$ cat config.mk
export PLATFORM = sky130hd
export DESIGN_NAME = udsc_top
export DESIGN_NICKNAME = d
export VERILOG_FILES = /design/src/udsc_pkg.sv /design/src/udsc_char_match.sv /design/src/udsc_dma_req.sv /design/src/udsc_top.sv
export SDC_FILE = /design/constraint.sdc
export NUM_CORES = 1
export LEC_CHECK = 0
export BUFFER_PORTS_ARGS = -buffer_cell sky130_fd_sc_hd__buf_2
export CAP_MARGIN = 15
export CORE_UTILIZATION = 50
export CTS_BUF_LIST = sky130_fd_sc_hd__clkbuf_2
export DETAILED_ROUTE_END_ITERATION = 10
export PLACE_DENSITY = 0.87
export SETUP_SLACK_MARGIN = 0.05
export SLEW_MARGIN = 20
export SYNTH_ARGS = -nofsm -noshare
export SYNTH_HDL_FRONTEND = slang
export SYNTH_SLANG_ARGS = --single-unit
$ cat constraint.sdc
create_clock -name ref_clk -period 2.4 [get_ports ref_clk]
set_input_delay 0.24 -clock ref_clk [delete_from_list [all_inputs] [get_ports ref_clk]]
set_output_delay 0.24 -clock ref_clk [all_outputs]
set_load 0.01 [all_outputs]
$ cat src/udsc_pkg.sv
/*
  udsc_pkg: register map, field layout, reset values and carrier types of
  the uart dma and software flow control block.
  assumes a 32-bit axi4-lite bus with 8 address bits reaching this block.
*/
`default_nettype none
package udsc_pkg;

  // ----------------------------------------
  // register offsets
  // ----------------------------------------
  localparam logic [7:0] ADDR_DMA_CTRL  = 8'h48;
  localparam logic [7:0] ADDR_FLOW_CFG  = 8'h50;
  localparam logic [7:0] ADDR_RESUME1   = 8'h54;
  localparam logic [7:0] ADDR_RESUME2   = 8'h58;
  localparam logic [7:0] ADDR_PAUSE1    = 8'h5C;
  localparam logic [7:0] ADDR_PAUSE2    = 8'h60;
  localparam logic [7:0] ADDR_FLOW_STAT = 8'h64;

  // ----------------------------------------
  // register select codes
  // ----------------------------------------
  localparam logic [2:0] SEL_NONE = 3'h0;
  localparam logic [2:0] SEL_DMA  = 3'h1;
  localparam logic [2:0] SEL_FLOW = 3'h2;
  localparam logic [2:0] SEL_RES1 = 3'h3;
  localparam logic [2:0] SEL_RES2 = 3'h4;
  localparam logic [2:0] SEL_PAU1 = 3'h5;
  localparam logic [2:0] SEL_PAU2 = 3'h6;
  localparam logic [2:0] SEL_STAT = 3'h7;

  // ----------------------------------------
  // field positions and codes
  // ----------------------------------------
  localparam int DMA_CTRL_W   = 4;
  localparam int FLOW_CFG_W   = 7;
  localparam int CHAR_W       = 8;
  localparam int ST_TX_HALT   = 0;
  localparam int ST_SPEC      = 1;
  localparam int ST_RX_PAUSED = 2;
  localparam logic [1:0] FLOW_OFF   = 2'h0;
  localparam logic [1:0] FLOW_PAIR1 = 2'h1;
  localparam logic [1:0] FLOW_PAIR2 = 2'h2;
  localparam logic [1:0] FLOW_BOTH  = 2'h3;
  localparam logic [1:0] RESP_OKAY   = 2'h0;
  localparam logic [1:0] RESP_SLVERR = 2'h2;

  // ----------------------------------------
  // types
  // ----------------------------------------
  typedef struct packed {
    logic       dmaBlockOnError;
    logic       rsvd;
    logic       txDmaEnable;
    logic       rxDmaEnable;
  } udsc_dma_ctrl_t;

  typedef struct packed {
    logic       specialCharDetect;
    logic       resumeOnAnyChar;
    logic [1:0] txFlowMode;
    logic [1:0] rxFlowMode;
    logic       swFlowEnable;
  } udsc_flow_cfg_t;

  typedef struct packed {
    logic        awvalid;
    logic [7:0]  awaddr;
    logic        wvalid;
    logic [31:0] wdata;
    logic [3:0]  wstrb;
    logic        bready;
    logic        arvalid;
    logic [7:0]  araddr;
    logic        rready;
  } udsc_axi_req_t;

  typedef struct packed {
    logic        awready;
    logic        wready;
    logic        bvalid;
    logic [1:0]  bresp;
    logic        arready;
    logic        rvalid;
    logic [31:0] rdata;
    logic [1:0]  rresp;
  } udsc_axi_rsp_t;

  typedef struct packed {
    logic       valid;
    logic [7:0] data;
  } udsc_char_t;

  typedef enum logic [2:0] {
    SND_IDLE   = 3'b001,
    SND_FIRST  = 3'b010,
    SND_SECOND = 3'b100
  } udsc_snd_state_t;

  typedef struct packed {
    udsc_axi_rsp_t   rsp;
    logic            awHeld;
    logic [7:0]      awAddr;
    logic            wHeld;
    logic [31:0]     wData;
    logic [3:0]      wStrb;
    udsc_dma_ctrl_t  dmaCtrl;
    udsc_flow_cfg_t  flowCfg;
    logic [7:0]      resume1;
    logic [7:0]      resume2;
    logic [7:0]      pause1;
    logic [7:0]      pause2;
    logic            txHalt;
    logic            specSticky;
    logic            specPulse;
    logic            rxPausedSent;
    logic            sndPause;
    udsc_snd_state_t sndState;
    udsc_char_t      ins;
  } udsc_top_state_t;

  typedef struct packed {
    logic rxReq;
    logic txReq;
  } udsc_dma_state_t;

  // ----------------------------------------
  // reset values
  // ----------------------------------------
  localparam udsc_top_state_t TOP_STATE_RST = '{
    rsp: '{awready: 1'b1, wready: 1'b1, arready: 1'b1, default: '0},
    sndState: SND_IDLE,
    default: '0
  };
  localparam udsc_dma_state_t DMA_STATE_RST = '{default: '0};

endpackage : udsc_pkg
`default_nettype wire

$ cat src/udsc_char_match.sv
/*
  udsc_char_match: compares one character against the pause and resume
  characters of the pairs that a flow mode selects.
  assumes all inputs come from logic on the same clock; purely combinational.
*/
`timescale 1ns/1ps
`default_nettype none
module udsc_char_match (
  input  wire logic [1:0] mode,
  input  wire logic [7:0] resume1,
  input  wire logic [7:0] resume2,
  input  wire logic [7:0] pause1,
  input  wire logic [7:0] pause2,
  input  wire logic [7:0] ch,
  output logic            isPause,
  output logic            isResume
);
  import udsc_pkg::*;

  logic usePair1;
  logic usePair2;

  // ----------------------------------------
  // pair selection and compare
  // ----------------------------------------
  always_comb begin
    usePair1 = (mode == FLOW_PAIR1) || (mode == FLOW_BOTH);
    usePair2 = (mode == FLOW_PAIR2) || (mode == FLOW_BOTH);
    isPause  = (usePair1 && (ch == pause1)) || (usePair2 && (ch == pause2));
    isResume = (usePair1 && (ch == resume1)) || (usePair2 && (ch == resume2));
  end

endmodule : udsc_char_match
`default_nettype wire

$ cat src/udsc_dma_req.sv
/*
  udsc_dma_req: registered receive and transmit dma request lines.
  assumes fifo levels, error interrupt and halt come from the same clock.
*/
`timescale 1ns/1ps
`default_nettype none
module udsc_dma_req (
  input  wire logic                    ref_clk,
  input  wire logic                    resetn,
  input  wire udsc_pkg::udsc_dma_ctrl_t dmaCtrl,
  input  wire logic                    rxDataAvail,
  input  wire logic                    txSpaceAvail,
  input  wire logic                    uartErrIrq,
  input  wire logic                    txHalt,
  output logic                         rxDmaReq,
  output logic                         txDmaReq
);
  import udsc_pkg::*;

  udsc_dma_state_t s_q;
  udsc_dma_state_t s_d;

  // ----------------------------------------
  // request gating
  // ----------------------------------------
  always_comb begin
    s_d       = s_q;
    s_d.rxReq = dmaCtrl.rxDmaEnable && rxDataAvail
                && !(dmaCtrl.dmaBlockOnError && uartErrIrq);
    s_d.txReq = dmaCtrl.txDmaEnable && txSpaceAvail && !txHalt;
  end

  always_ff @(posedge ref_clk) begin
    if (!resetn) begin
      s_q <= DMA_STATE_RST;
    end else begin
      s_q <= s_d;
    end
  end

  assign rxDmaReq = s_q.rxReq;
  assign txDmaReq = s_q.txReq;

endmodule : udsc_dma_req
`default_nettype wire

$ cat src/udsc_top.sv
/*
  udsc_top: axi4-lite register slave, dma request gating and in-band
  software flow control of a uart.
  assumes the receiver hands over characters as one-cycle strobes, the
  transmitter takes inserted flow characters by a valid/ack handshake and
  honours the halt line; everything runs on ref_clk.
*/
// The AXI4-Lite register port was left to the implementer.
`timescale 1ns/1ps
`default_nettype none
module udsc_top (
  input  wire logic                   ref_clk,
  input  wire logic                   resetn,
  input  wire udsc_pkg::udsc_axi_req_t axiReq,
  output udsc_pkg::udsc_axi_rsp_t      axiRsp,
  input  wire udsc_pkg::udsc_char_t    rxChar,
  input  wire logic                   rxAlmostFull,
  input  wire logic                   rxDataAvail,
  input  wire logic                   txSpaceAvail,
  input  wire logic                   uartErrIrq,
  input  wire logic                   txInsertAck,
  output udsc_pkg::udsc_char_t         txInsert,
  output logic                        txHalt,
  output logic                        specialCharSeen,
  output logic                        rxDmaReq,
  output logic                        txDmaReq
);
  import udsc_pkg::*;

  udsc_top_state_t s_q;
  udsc_top_state_t s_d;

  logic txIsPause;
  logic txIsResume;
  logic anyIsPause;
  logic anyIsResume;
  logic flowOn;
  logic wantPause;
  logic wrSpecClr;
  logic [2:0] wrSel;

  // ----------------------------------------
  // address decode
  // ----------------------------------------
  function automatic logic [2:0] regSel(input logic [7:0] addr);
    logic [7:0] a;
    a = {addr[7:2], 2'b00};
    unique case (a)
      ADDR_DMA_CTRL:  regSel = SEL_DMA;
      ADDR_FLOW_CFG:  regSel = SEL_FLOW;
      ADDR_RESUME1:   regSel = SEL_RES1;
      ADDR_RESUME2:   regSel = SEL_RES2;
      ADDR_PAUSE1:    regSel = SEL_PAU1;
      ADDR_PAUSE2:    regSel = SEL_PAU2;
      ADDR_FLOW_STAT: regSel = SEL_STAT;
      default:        regSel = SEL_NONE;
    endcase
  endfunction : regSel

  // ----------------------------------------
  // read mux
  // ----------------------------------------
  function automatic logic [31:0] readReg(
    input logic [2:0]      sel,
    input udsc_top_state_t s
  );
    readReg = 32'h0000_0000;
    unique case (sel)
      SEL_DMA: begin
        readReg[DMA_CTRL_W-1:0] = s.dmaCtrl;
      end
      SEL_FLOW: begin
        readReg[FLOW_CFG_W-1:0] = s.flowCfg;
      end
      SEL_RES1: begin
        readReg[CHAR_W-1:0] = s.resume1;
      end
      SEL_RES2: begin
        readReg[CHAR_W-1:0] = s.resume2;
      end
      SEL_PAU1: begin
        readReg[CHAR_W-1:0] = s.pause1;
      end
      SEL_PAU2: begin
        readReg[CHAR_W-1:0] = s.pause2;
      end
      SEL_STAT: begin
        readReg[ST_TX_HALT]   = s.txHalt;
        readReg[ST_SPEC]      = s.specSticky;
        readReg[ST_RX_PAUSED] = s.rxPausedSent;
      end
      default: begin
        readReg = 32'h0000_0000;
      end
    endcase
  endfunction : readReg

  // ----------------------------------------
  // flow character pick for sending
  // ----------------------------------------
  function automatic logic [7:0] flowChar(
    input logic            pause,
    input logic            second,
    input udsc_top_state_t s
  );
    if (pause) begin
      flowChar = second ? s.pause2 : s.pause1;
    end else begin
      flowChar = second ? s.resume2 : s.resume1;
    end
  endfunction : flowChar

  // ----------------------------------------
  // character compare
  // ----------------------------------------
  udsc_char_match uTxMatch (
    .mode     (s_q.flowCfg.txFlowMode),
    .resume1  (s_q.resume1),
    .resume2  (s_q.resume2),
    .pause1   (s_q.pause1),
    .pause2   (s_q.pause2),
    .ch       (rxChar.data),
    .isPause  (txIsPause),
    .isResume (txIsResume)
  );

  udsc_char_match uSpecMatch (
    .mode     (FLOW_BOTH),
    .resume1  (s_q.resume1),
    .resume2  (s_q.resume2),
    .pause1   (s_q.pause1),
    .pause2   (s_q.pause2),
    .ch       (rxChar.data),
    .isPause  (anyIsPause),
    .isResume (anyIsResume)
  );

  // ----------------------------------------
  // next state
  // ----------------------------------------
  always_comb begin
    s_d           = s_q;
    s_d.specPulse = 1'b0;
    wrSpecClr     = 1'b0;
    wrSel         = regSel(s_q.awAddr);
    flowOn        = s_q.flowCfg.swFlowEnable;

    // write address and data, either order
    if (axiReq.awvalid && s_q.rsp.awready) begin
      s_d.awHeld      = 1'b1;
      s_d.awAddr      = axiReq.awaddr;
      s_d.rsp.awready = 1'b0;
    end
    if (axiReq.wvalid && s_q.rsp.wready) begin
      s_d.wHeld      = 1'b1;
      s_d.wData      = axiReq.wdata;
      s_d.wStrb      = axiReq.wstrb;
      s_d.rsp.wready = 1'b0;
    end

    // register write once both halves are held
    if (s_q.awHeld && s_q.wHeld && !s_q.rsp.bvalid) begin
      s_d.awHeld     = 1'b0;
      s_d.wHeld      = 1'b0;
      s_d.rsp.bvalid = 1'b1;
      s_d.rsp.bresp  = (wrSel == SEL_NONE) ? RESP_SLVERR : RESP_OKAY;
      if (s_q.wStrb[0]) begin
        unique case (wrSel)
          SEL_DMA: begin
            s_d.dmaCtrl      = s_q.wData[DMA_CTRL_W-1:0];
            s_d.dmaCtrl.rsvd = 1'b0;
          end
          SEL_FLOW: begin
            s_d.flowCfg = s_q.wData[FLOW_CFG_W-1:0];
          end
          SEL_RES1: begin
            s_d.resume1 = s_q.wData[CHAR_W-1:0];
          end
          SEL_RES2: begin
            s_d.resume2 = s_q.wData[CHAR_W-1:0];
          end
          SEL_PAU1: begin
            s_d.pause1 = s_q.wData[CHAR_W-1:0];
          end
          SEL_PAU2: begin
            s_d.pause2 = s_q.wData[CHAR_W-1:0];
          end
          SEL_STAT: begin
            wrSpecClr = s_q.wData[ST_SPEC];
          end
          default: begin
            wrSpecClr = 1'b0;
          end
        endcase
      end
    end

    // write response
    if (s_q.rsp.bvalid && axiReq.bready) begin
      s_d.rsp.bvalid  = 1'b0;
      s_d.rsp.bresp   = RESP_OKAY;
      s_d.rsp.awready = 1'b1;
      s_d.rsp.wready  = 1'b1;
    end

    // read channel
    if (axiReq.arvalid && s_q.rsp.arready) begin
      s_d.rsp.arready = 1'b0;
      s_d.rsp.rvalid  = 1'b1;
      s_d.rsp.rdata   = readReg(regSel(axiReq.araddr), s_q);
      s_d.rsp.rresp   = (regSel(axiReq.araddr) == SEL_NONE) ? RESP_SLVERR : RESP_OKAY;
    end
    if (s_q.rsp.rvalid && axiReq.rready) begin
      s_d.rsp.rvalid  = 1'b0;
      s_d.rsp.rdata   = 32'h0000_0000;
      s_d.rsp.rresp   = RESP_OKAY;
      s_d.rsp.arready = 1'b1;
    end

    // special character detection, set wins over clear
    if (wrSpecClr) begin
      s_d.specSticky = 1'b0;
    end
    if (s_q.flowCfg.specialCharDetect && rxChar.valid
        && (anyIsPause || anyIsResume)) begin
      s_d.specSticky = 1'b1;
      s_d.specPulse  = 1'b1;
    end

    // transmit halt on received pause, release on resume
    if (!flowOn || (s_q.flowCfg.txFlowMode == FLOW_OFF)) begin
      s_d.txHalt = 1'b0;
    end else if (rxChar.valid) begin
      if (!s_q.txHalt && txIsPause) begin
        s_d.txHalt = 1'b1;
      end else if (s_q.txHalt
                   && (txIsResume || s_q.flowCfg.resumeOnAnyChar)) begin
        s_d.txHalt = 1'b0;
      end
    end

    // receive side: send pause or resume characters
    wantPause = flowOn && (s_q.flowCfg.rxFlowMode != FLOW_OFF)
                && rxAlmostFull;
    unique case (s_q.sndState)
      SND_IDLE: begin
        if (wantPause != s_q.rxPausedSent) begin
          s_d.sndPause   = wantPause;
          s_d.ins.valid  = 1'b1;
          s_d.ins.data   = flowChar(wantPause,
                                    s_q.flowCfg.rxFlowMode == FLOW_PAIR2, s_q);
          s_d.sndState   = SND_FIRST;
        end
      end
      SND_FIRST: begin
        if (txInsertAck) begin
          if (s_q.flowCfg.rxFlowMode == FLOW_BOTH) begin
            s_d.ins.data = flowChar(s_q.sndPause, 1'b1, s_q);
            s_d.sndState = SND_SECOND;
          end else begin
            s_d.ins.valid    = 1'b0;
            s_d.rxPausedSent = s_q.sndPause;
            s_d.sndState     = SND_IDLE;
          end
        end
      end
      SND_SECOND: begin
        if (txInsertAck) begin
          s_d.ins.valid    = 1'b0;
          s_d.rxPausedSent = s_q.sndPause;
          s_d.sndState     = SND_IDLE;
        end
      end
      default: begin
        s_d.ins.valid = 1'b0;
        s_d.sndState  = SND_IDLE;
      end
    endcase
  end

  // ----------------------------------------
  // state register
  // ----------------------------------------
  always_ff @(posedge ref_clk) begin
    if (!resetn) begin
      s_q <= TOP_STATE_RST;
    end else begin
      s_q <= s_d;
    end
  end

  // ----------------------------------------
  // dma requests
  // ----------------------------------------
  udsc_dma_req uDma (
    .ref_clk      (ref_clk),
    .resetn       (resetn),
    .dmaCtrl      (s_q.dmaCtrl),
    .rxDataAvail  (rxDataAvail),
    .txSpaceAvail (txSpaceAvail),
    .uartErrIrq   (uartErrIrq),
    .txHalt       (s_q.txHalt),
    .rxDmaReq     (rxDmaReq),
    .txDmaReq     (txDmaReq)
  );

  // ----------------------------------------
  // outputs
  // ----------------------------------------
  assign axiRsp          = s_q.rsp;
  assign txInsert        = s_q.ins;
  assign txHalt          = s_q.txHalt;
  assign specialCharSeen = s_q.specPulse;

endmodule : udsc_top
`default_nettype wire

==> out/results.ini, run 1 <==
[status]
outcome = finished, final reports clean

[die]
die_w_um = 105
initial_core_util = 0.515
io_pins = 127
die_h_um = 105
core_um2 = 10300
die-area_um2 = 11100
rows = 37

[sta]
finalHoldViolations = 0
clock_skew_ps = 24.0
tightest_slew_ps = 716
finalSetupTns_ps = 0
hold_slack_ps = 50.3
setup_viol = 0
grt_setup_unrepaired = false
maxSlewViolCount = 0
fin_crit_ps = 2140
fmax_mhz = 468
slew_headroom = 0.516
finalCritPeriodShare = 0.891

[worst_setup_path]
critPathMaxFanout = 8
crit_type = flip-flop to flip-flop
crit_start = axiRsp[38]$_SDFFE_PP0P_
arrival_ps = 2610
worstSetupEndpointType = flip-flop
crit_path_start_kind = flip-flop
worstPathRequired_ps = 2870
r2r_start = axiRsp[38]$_SDFFE_PP0P_

[route]
dr.pass1.iters = 5
vias = 4636
top_layer = met5
drtIter0Drc = 302
antenna_left = 0
routed_wl_um = 13500
wl_met1_um = 5410
via_per_inst = 5.74
drc = 0
wire_per_inst_um = 16.7
wl_met2_um = 6540
wl_met3_um = 985

[synth]
synth_compound_area_frac = 0.138
synth_cells = 608
synth_top_family_by_area = simple AND/OR/NAND/NOR gates
ys_ff_latch = 93
ys_seq_area_frac = 0.350
avgSynthCellArea_um2 = 8.75
synth_ff_type = dfxtp_1
synthAdderAreaFrac = 0
synth_edf_count = 0
yosys_warnings = 0
synthMuxAreaShare = 0.131
yosys.area_share.simple = 0.225
synthXorXnorAreaFrac = 0.0560
synth.distinct_cells = 62
async_flop_share = 0
synth_area_um2 = 5320

[clocking]
htreeDepth = 3
clk_pin_slew_ps = 270
clock_path_buffers = 2
cts_sinks = 93
cts_buffers = 9
cts_tree = yes
cts_root_buf = clkbuf_2
cts_setup_buffers = 0
clock_latency_ps = 560

[global_routing]
antenna_found_initial = 1
grt_overflow = 0
grt_pass1_wl_um = 21500
grt_pass1_vias = 4518
grt_use_total = 0.246
grt_max_degree = 42

[placed_design]
post-dp-hpwl_um = 9730
routabilityCongestion = 1.01
portBuffers = 69

[final_layout]
mostFrequentLayoutCell = dfxtp_1
drive_gt1_frac = 0.162
area_growth_pct = 11.8
nets = 739
mostFrequentLayoutCells = dfxtp_1, nand2_1, buf_2
nFillCells = 888

[pwr]
power.leakage_uw = 0.00240
vdd_drop_max_mv = 0.284
power.density_nw_per_um2 = 500
total_power_uw = 2970

[min_path]
holdCritPathClass = input port to flip-flop
hp-start = axiReq[56]

[flow_run]
maxCapViolCount = 0

## final timing paths
kind                                                to  slack, ps  cells after the start
worst min-delay path             s_q[105]$_SDFFE_PP0P_         50                      3
worst max register to register    s_q[40]$_SDFFE_PN0P_        260                      5
worst min register to register  axiRsp[2]$_SDFFE_PP0P_        480                      2
worst max-delay path              s_q[40]$_SDFFE_PN0P_        260                      5
## through the flow
| step | utilization | std cells | cell area, um^2 | setup WS (ps) |
|---|---|---|---|---|
| floorplan | - | 633 | 5420 | 627 |
| global placement | 0.530 | 760 | 5470 | 401 |
| detailed placement | 0.530 | 760 | 5470 | 308 |
| CTS | 0.576 | 807 | 5940 | 231 |
| global route | 0.576 | 807 | 5940 | 123 |
| finish | 0.576 | 808 | 5950 | 263 |
## critical path, cell delays in order (launching register included)
cell      delay, ps
dfxtp_1         420
nand4b_1        260
or2_2           360
or4_1           680
mux2i_1         260
nor2b_1          70
## state kept, by name (all words and copies together), names as in the netlist
name             flops
uDma.rxDmaReq        1
txHalt               1
uDma.txDmaReq        1
flowOn               1
specialCharSeen      1
axiRsp              15
txInsert             9
s_q                 64
## kinds of logic (layout without fill, tap and decap cells)
family,Yosys count,after routing
other,1,27
XOR/XNOR,34,34
AND/OR/NAND/NOR,221,221
buffers and inverters,90,128
flip-flops,93,93
multiplexers,68,68
AO/OA/AOI/OAI,101,101
## final cells by class
cell class                 count  area (um^2)  area share
clock buffer                   9         45.0     0.00757
inverter                       5         18.8     0.00316
sequential                    93         1860       0.313
tap                          136          170      0.0286
clock inverter                 7          120      0.0202
multi-input combinational    450         3020       0.508
antenna                        1         2.50    0.000421
timing repair buffer         107          708       0.119
## Yosys cell counts, drive strengths merged (11+ instances only)
cell type / n / area [um^2]
clkbuf: 29 / 109
nand3: 27 / 145
dfxtp: 93 / 1860
o21ai: 18 / 97.6
nor2: 25 / 98.8
a21boi: 17 / 128
nor2b: 46 / 288
nand2: 76 / 285
xnor2: 34 / 298
buf: 56 / 405
o211ai: 11 / 82.6
mux2i: 65 / 651
a21oi: 18 / 90.1
## report_power, final
part / switching (uW) / internal, uW
Combinational: 183 / 153
Clock: 554 / 454
Sequential: 45.2 / 1580
Total: 781 / 2190
## layer usage
| layer | track usage | vias up |
|---|---|---|
| met2 | 0.425 | 230 |
| met5 | 0 | - |
| met1 | 0.290 | 2177 |
| met3 | 0.0412 | 60 |
| met4 | 0.130 | 2 |
| li1 | - | 2167 |
## timing repair
item	4_1_cts	5_1_grt
hold buffers	31	0
endpoints found under the setup margin	0	0
resized for setup	0	0
hold endpoints to repair	23	0
(Power assumes the default switching activity.)
==> run 2, diff against run 1 <==
--- a/config.mk
+++ b/config.mk
@@ -7,6 +7,7 @@
 export LEC_CHECK = 0
 export BUFFER_PORTS_ARGS = -buffer_cell sky130_fd_sc_hd__buf_2
 export CAP_MARGIN = 15
+export CORE_ASPECT_RATIO = 0.9
 export CORE_UTILIZATION = 50
 export CTS_BUF_LIST = sky130_fd_sc_hd__clkbuf_2
 export DETAILED_ROUTE_END_ITERATION = 10
@@ -15,4 +16,5 @@
 export SLEW_MARGIN = 20
 export SYNTH_ARGS = -nofsm -noshare
 export SYNTH_HDL_FRONTEND = slang
+export SYNTH_HIERARCHICAL = 1
 export SYNTH_SLANG_ARGS = --single-unit
==> run 2 against run 1 <==
Effect of this change:
- cell count up 5.4%
- non-clock buffer count up 2
- clock skew up 35 ps
- largest power group unchanged
- power up 7.6%
- first-iteration DRC count up 38%
- highest routed layer is now met4
- critical endpoint is now s_q[24]$_SDFFE_PN0P_
- combinational power up 95%
- critical path depth unchanged
==> out/results.ini, run 2 <==
[status]
outcome = finished, final reports clean  ; unchanged

[synth]
netlist_top_cells_area = dfxtp_1, xor2_1, buf_4  ; was dfxtp_1, mux2i_1, buf_4
yosysMostFrequentCell = dfxtp_1  ; unchanged
avgSynthCellArea_um2 = 8.54  ; was 8.75 um^2
synth_cells = 650  ; was 608
synth.distinct_cells = 56  ; was 62
synth_edf_count = 0  ; unchanged
ys_seq_area_frac = 0.336  ; was 0.350
yosys_warnings = 6  ; was 0
synth_area_um2 = 5550  ; was 5320 um^2
ys_ff_latch = 93  ; unchanged
yosys.area.top_type = dfxtp_1  ; unchanged
synth_ff_type = dfxtp_1  ; unchanged
synth_top_area_frac = 0.336  ; was 0.350
async_flop_share = 0  ; unchanged
synth.cells.most_frequent = dfxtp_1, nand2_1, buf_4  ; was dfxtp_1, nand2_1, mux2i_1

[clocking]
htreeDepth = 3  ; unchanged
cts_root_buf = clkbuf_2  ; unchanged
cts_sinks = 93  ; unchanged
clock_path_buffers = 2  ; unchanged
clk_pin_slew_ps = 270  ; about the same
post_cts_resized = 0  ; unchanged
cts_buffers = 9  ; unchanged
cts_tree = yes  ; unchanged
clock_latency_ps = 610  ; was 560 ps

[sta]
finalHoldViolations = 0  ; unchanged
finalSetupTns_ps = 0  ; unchanged
setup_viol = 0  ; unchanged
clock_skew_ps = 59.1  ; was 24.0 ps
tightest_slew_ps = 734  ; was 716 ps
fmax_mhz = 477  ; was 468 MHz
fin_crit_ps = 2100  ; was 2140 ps
grt_setup_unrepaired = false  ; unchanged
maxSlewViolCount = 0  ; unchanged
hold_slack_ps = 72.7  ; was 50.3 ps
slew_headroom = 0.511  ; was 0.516
finalCritPeriodShare = 0.874  ; was 0.891

[pwr]
total_power_uw = 3200  ; was 2970 uW
power.leakage_uw = 0.00264  ; was 0.00240 uW
pwr-share-clk = 0.270  ; was 0.339
p_sw_uw = 1050  ; was 781 uW
p_int_uw = 2150  ; was 2190 uW
vdd_drop_max_mv = 0.299  ; was 0.284 mV
power.density_nw_per_um2 = 519  ; was 500 nW/um^2
comb_power_share = 0.204  ; was 0.113
swShare = 0.329  ; was 0.263
pwr-share-seq = 0.526  ; was 0.548

[min_path]
holdCritPathClass = input port to flip-flop  ; unchanged
hold-path-cell-count = 3  ; unchanged

[route]
wire_per_inst_um = 16.5  ; was 16.7 um
wl_met1_um = 6280  ; was 5410 um
drc = 0  ; unchanged
wl_met2_um = 6120  ; was 6540 um
via_per_inst = 5.64  ; was 5.74
dr.pass1.iters = 5  ; unchanged
vias = 4809  ; was 4,636
drtIter0Drc = 416  ; was 302
routed_wl_um = 14000  ; was 13,500 um
wl_met3_um = 1170  ; was 985 um
top_layer = met4  ; was met5
antenna_left = 0  ; unchanged

[die]
initial_core_util = 0.513  ; was 0.515
die_w_um = 113  ; was 105 um
core_um2 = 10800  ; was 10,300 um^2
rows = 36  ; was 37
die_h_um = 102  ; was 105 um
io_pins = 127  ; unchanged
die-area_um2 = 11500  ; was 11,100 um^2

[worst_setup_path]
critPathBufInv = 0  ; unchanged
worstSetupEndpointType = flip-flop  ; unchanged
critPathMaxStageDelay_ps = 870  ; was 680 ps
path_depth = 5  ; unchanged
worstPathRequired_ps = 2900  ; was 2870 ps
crit_slowest_cell = or4_1  ; unchanged
arrival_ps = 2600  ; was 2610 ps
critPathMaxFanout = 16  ; was 8
crit_chain = and4bb_2, nand2_2, or4_1, nand3_1, o21ai_2  ; was nand4b_1, or2_2, or4_1, mux2i_1, nor2b_1
crit_path_start_kind = flip-flop  ; unchanged
reg2reg_depth = 5  ; unchanged
crit_family = simple AND/OR/NAND/NOR gates  ; unchanged
crit_type = flip-flop to flip-flop  ; unchanged

[final_layout]
largest_reg_flops = 64  ; unchanged
mostFrequentLayoutCells = dfxtp_1, nand2_1, buf_2  ; unchanged
drive_gt1_frac = 0.168  ; was 0.162
regMostFlops = s_q  ; unchanged
area_growth_pct = 11.1  ; was 11.8%
mostFrequentLayoutCell = dfxtp_1  ; unchanged
postLayoutCellArea_um2 = 6160  ; was 5950 um^2
antenna_cells = 0  ; was 1
nets = 787  ; was 739

[placed_design]
placed_cell_area_um2 = 5720  ; was 5470 um^2
post-dp-hpwl_um = 9860  ; was 9730 um
portBuffers = 69  ; unchanged
routabilityCongestion = 0.921  ; was 1.01

[global_routing]
grt_pass1_vias = 4408  ; was 4,518
antenna_found_initial = 0  ; was 1
grt_pass1_wl_um = 22400  ; was 21,500 um
grt_overflow = 0  ; unchanged
grt_max_degree = 74  ; was 42
grt_use_total = 0.254  ; was 0.246

[flow_run]
maxCapViolCount = 0  ; unchanged

==> run 2: cell count changes after synthesis, moves of 14 or more <==
cell     previous run  this run
xor2_1              0        44
mux2i_1            65        38
nand3_1            25        44
nor2b_1            46        28
o21ai_0            16        30
==> run 2: path summary, 6_finish.rpt <==
check / slack, ps / start / to
worst max-delay path: 300 / axiRsp[38]$_SDFFE_PP0P_ / s_q[24]$_SDFFE_PN0P_
worst min-delay path: 70 / resetn / axiRsp[37]$_SDFFE_PP0P_
worst max register to register: 300 / axiRsp[38]$_SDFFE_PP0P_ / s_q[24]$_SDFFE_PN0P_
worst min register to register: 480 / axiRsp[2]$_SDFFE_PP0P_ / axiRsp[2]$_SDFFE_PP0P_
==> run 2: area by class of cell <==
type	instances	area [um^2]
multi-input cells	494	3240
well taps	133	166
clock buffers	9	45.0
fillers	985	4650
inverters	7	26.3
flip-flops and latches	93	1860
clock inverters	7	91.3
repair buffers	109	733
==> run 2: through the flow <==
step                utilization  std cells  worst slack [ps]
finish                    0.570        852               304
global route              0.570        852               193
floorplan                     -        678               674
detailed placement        0.530        806               329
global placement          0.530        806               376
CTS                       0.570        852               295
==> run 2: per-layer routing <==
| layer | track usage | up-vias |
|---|---|---|
| li1 | - | 2341 |
| met1 | 0.335 | 2231 |
| met2 | 0.399 | 198 |
| met3 | 0.0623 | 39 |
| met4 | 0.106 | 0 |
| met5 | 0 | - |
==> run 2: repair_timing <==
item,4_1_cts,5_1_grt
hold buffers,30,0
hold endpoints to repair,28,0
endpoints found under the setup margin,0,0
buffers inserted,0,0
==> run 2: power by group through the flow <==
stage | Sequential [uW] | Combinational (uW) | Clock [uW]
global placement | 1710 | 599 | 0
finish | 1680 | 653 | 863
global route | 1700 | 731 | 948
CTS | 1680 | 647 | 888
detailed placement | 1710 | 609 | 0
floorplan | 1680 | 522 | 0
==> run 2: tightest hold or removal path, cell delays in order <==
cell     delay [ps]
buf_2           260
nand2_1         120
a31oi_1          40
==> run 2: cells by family (layout without fill, tap and decap cells) <==
logic type	after synthesis	after routing	share of synthesized area
simple gates	223	223	0.205
other cells	2	30	0.00135
compound gates	132	132	0.167
buf+inv	91	132	0.0999
flops	93	93	0.336
mux	44	44	0.0889
xor+xnor	65	65	0.103
==> run 3, diff against run 2 <==
--- a/config.mk
+++ b/config.mk
@@ -7,11 +7,13 @@
 export LEC_CHECK = 0
 export BUFFER_PORTS_ARGS = -buffer_cell sky130_fd_sc_hd__buf_2
 export CAP_MARGIN = 15
+export CELL_PAD_IN_SITES_DETAIL_PLACEMENT = 2
+export CELL_PAD_IN_SITES_GLOBAL_PLACEMENT = 2
 export CORE_ASPECT_RATIO = 0.9
-export CORE_UTILIZATION = 50
+export CORE_UTILIZATION = 33
 export CTS_BUF_LIST = sky130_fd_sc_hd__clkbuf_2
 export DETAILED_ROUTE_END_ITERATION = 10
-export PLACE_DENSITY = 0.87
+export PLACE_DENSITY = 0.95
 export SETUP_SLACK_MARGIN = 0.05
 export SLEW_MARGIN = 20
 export SYNTH_ARGS = -nofsm -noshare
==> run 3 against run 2 <==
Effect of this change:
- the run now ends with DRC left
- register-to-register slack worse by 95 ps
- design area is 1.7% higher
- sequential power hardly changed
- largest power group unchanged
==> out/results.ini, run 3 (synthesized netlist as in run 2, its figures left out) <==
[placed_design]
dp.cells = 885  ; was 806
routabilityCongestion = 0.907  ; was 0.921
portBuffers = 69  ; unchanged
placed_cell_area_um2 = 5850  ; was 5720 um^2
post-dp-hpwl_um = 14300  ; was 9860 um

[final_layout]
final-instance-count-excl-fill = 931  ; was 852
nFillCells = 1825  ; was 985
area_growth_pct = 12.9  ; was 11.1%
mostFrequentLayoutCell = dfxtp_1  ; unchanged
largest_reg_flops = 64  ; unchanged
regMostFlops = s_q  ; unchanged
postLayoutCellArea_um2 = 6270  ; was 6160 um^2
nets = 791  ; was 787
drive_gt1_frac = 0.174  ; was 0.168
mostFrequentLayoutCells = dfxtp_1, nand2_1, buf_2  ; unchanged

[clocking]
cts_sinks = 93  ; unchanged
clock_latency_ps = 650  ; was 610 ps
cts_buffers = 9  ; unchanged
clk_pin_slew_ps = 270  ; about the same
clock_path_buffers = 2  ; unchanged
cts_root_buf = clkbuf_2  ; unchanged
post_cts_resized = 0  ; unchanged
htreeDepth = 3  ; unchanged
cts_tree = yes  ; unchanged

[global_routing]
grt_pass1_wl_um = 31200  ; was 22,400 um
antenna_found_initial = 1  ; was 0
grt_max_degree = 45  ; was 74
use_met2 = 0.411  ; was 0.399
grtUsageMet1 = 0.280  ; was 0.335
grt_pass1_vias = 5453  ; was 4,408
grt_overflow = 0  ; unchanged
grt_busiest_layer = met2  ; unchanged
grt_use_total = 0.234  ; was 0.254
grt_util_met3 = 0.0394  ; was 0.0623

[sta]
grt_setup_unrepaired = false  ; unchanged
clock_skew_ps = 37.9  ; was 59.1 ps
finalCritPeriodShare = 0.913  ; was 0.874
slew_headroom = 0.464  ; was 0.511
setup_viol = 0  ; unchanged
finalSetupTns_ps = 0  ; unchanged
finalHoldViolations = 0  ; unchanged
tightest_slew_ps = 804  ; was 734 ps
hold_slack_ps = 111  ; was 72.7 ps
fmax_mhz = 456  ; was 477 MHz
fin_crit_ps = 2190  ; was 2100 ps
maxSlewViolCount = 0  ; unchanged

[pwr]
comb_power_share = 0.222  ; was 0.204
p_int_uw = 2140  ; was 2150 uW
vdd_drop_max_mv = 0.233  ; was 0.299 mV
pwr-share-seq = 0.520  ; was 0.526
p_sw_uw = 1120  ; was 1050 uW
pwr-share-clk = 0.258  ; was 0.270
total_power_uw = 3260  ; was 3200 uW
power.leakage_uw = 0.00266  ; was 0.00264 uW
swShare = 0.342  ; was 0.329
power.density_nw_per_um2 = 520  ; was 519 nW/um^2

[die]
core_um2 = 16300  ; was 10,800 um^2
die_h_um = 125  ; was 102 um
rows = 44  ; was 36
io_pins = 127  ; unchanged
die-area_um2 = 17300  ; was 11,500 um^2
initial_core_util = 0.340  ; was 0.513
die_w_um = 139  ; was 113 um

[route]
dr.pass1.iters = 9  ; was 5
drtIter0Drc = 263  ; was 416
via_per_inst = 5.34  ; was 5.64
antenna_left = 0  ; unchanged
wire_per_inst_um = 21.3  ; was 16.5 um
drc = 5  ; was 0
vias = 4973  ; was 4,809
routed_wl_um = 19900  ; was 14,000 um

[worst_setup_path]
critPathMaxFanout = 16  ; unchanged
crit_path_start_kind = flip-flop  ; unchanged
crit_type = flip-flop to flip-flop  ; unchanged
crit_chain = and4bb_2, nand2_2, or4_1, nand3_1, o21ai_2  ; unchanged
worstPathRequired_ps = 2930  ; was 2900 ps
worstSetupEndpointType = flip-flop  ; unchanged
critPathMaxStageDelay_ps = 900  ; was 870 ps
r2r_slack_ps = 210  ; was 300 ps
crit_slowest_cell = or4_1  ; unchanged
arrival_ps = 2720  ; was 2600 ps

[status]
outcome = finished, violations left  ; was finished, final reports clean
violations = DRC

[min_path]
holdCritPathClass = input port to flip-flop  ; unchanged

[flow_run]
maxCapViolCount = 0  ; unchanged

==> run 3: per-stage QoR <==
| step | setup slack (ps) | utilization |
|---|---|---|
| floorplan | 674 | - |
| global placement | 342 | 0.359 |
| detailed placement | 256 | 0.359 |
| CTS | 224 | 0.384 |
| global route | 101 | 0.385 |
| finish | 208 | 0.385 |
==> run 3: cell type report <==
| cell class | count | area (um^2) | area share |
|---|---|---|---|
| inverter | 7 | 26.3 | 0.00419 |
| clock buffer | 10 | 50.0 | 0.00799 |
| timing repair buffer | 113 | 761 | 0.121 |
| antenna | 1 | 2.50 | 0.000399 |
| multi-input combinational | 494 | 3240 | 0.517 |
| tap | 207 | 259 | 0.0413 |
| clock inverter | 6 | 68.8 | 0.0110 |
| sequential | 93 | 1860 | 0.297 |
==> run 3: power by group through the flow <==
stage / registers [uW] / clock network (uW) / logic [uW]
6_report: 1690 / 842 / 725
4_1_cts: 1690 / 860 / 727
3_3_place_gp: 1710 / 0 / 649
5_1_grt: 1700 / 907 / 803
2_1_floorplan: 1680 / 0 / 522
3_5_place_dp: 1720 / 0 / 689
==> run 3: per-layer routing <==
layer | wire, um | share of wire | vias to the layer above
met4 | 522 | 0.026 | 0
li1 | - | - | 2337
met3 | 1080 | 0.055 | 36
met5 | 0 | 0 | -
met2 | 10100 | 0.51 | 131
met1 | 8180 | 0.41 | 2469
==> run 3: worst paths after layout <==
kind | start | to | cells past startpoint
worst max-delay path | s_q[104]$_SDFFE_PN0P_ | s_q[17]$_SDFFE_PN0P_ | 5
worst min-delay path | axiReq[7] | axiRsp[1]$_SDFFE_PP0P_ | 4
worst max register to register | s_q[104]$_SDFFE_PN0P_ | s_q[17]$_SDFFE_PN0P_ | 5
worst min register to register | axiRsp[4]$_SDFFE_PP0P_ | axiRsp[4]$_SDFFE_PP0P_ | 2
==> run 3: timing repair <==
action / CTS / global route
endpoints found under the hold margin: 31 / 0
hold buffers: 29 / 0
setup buffers: 0 / 0
==> run 3: critical path, delay by kind of cell (launching register included) <==
| kind | cells | cell delay, ps |
|---|---|---|
| AND/OR/NAND/NOR | 4 | 1590 |
| flip-flops | 1 | 400 |
| AO/OA/AOI/OAI | 1 | 80 |
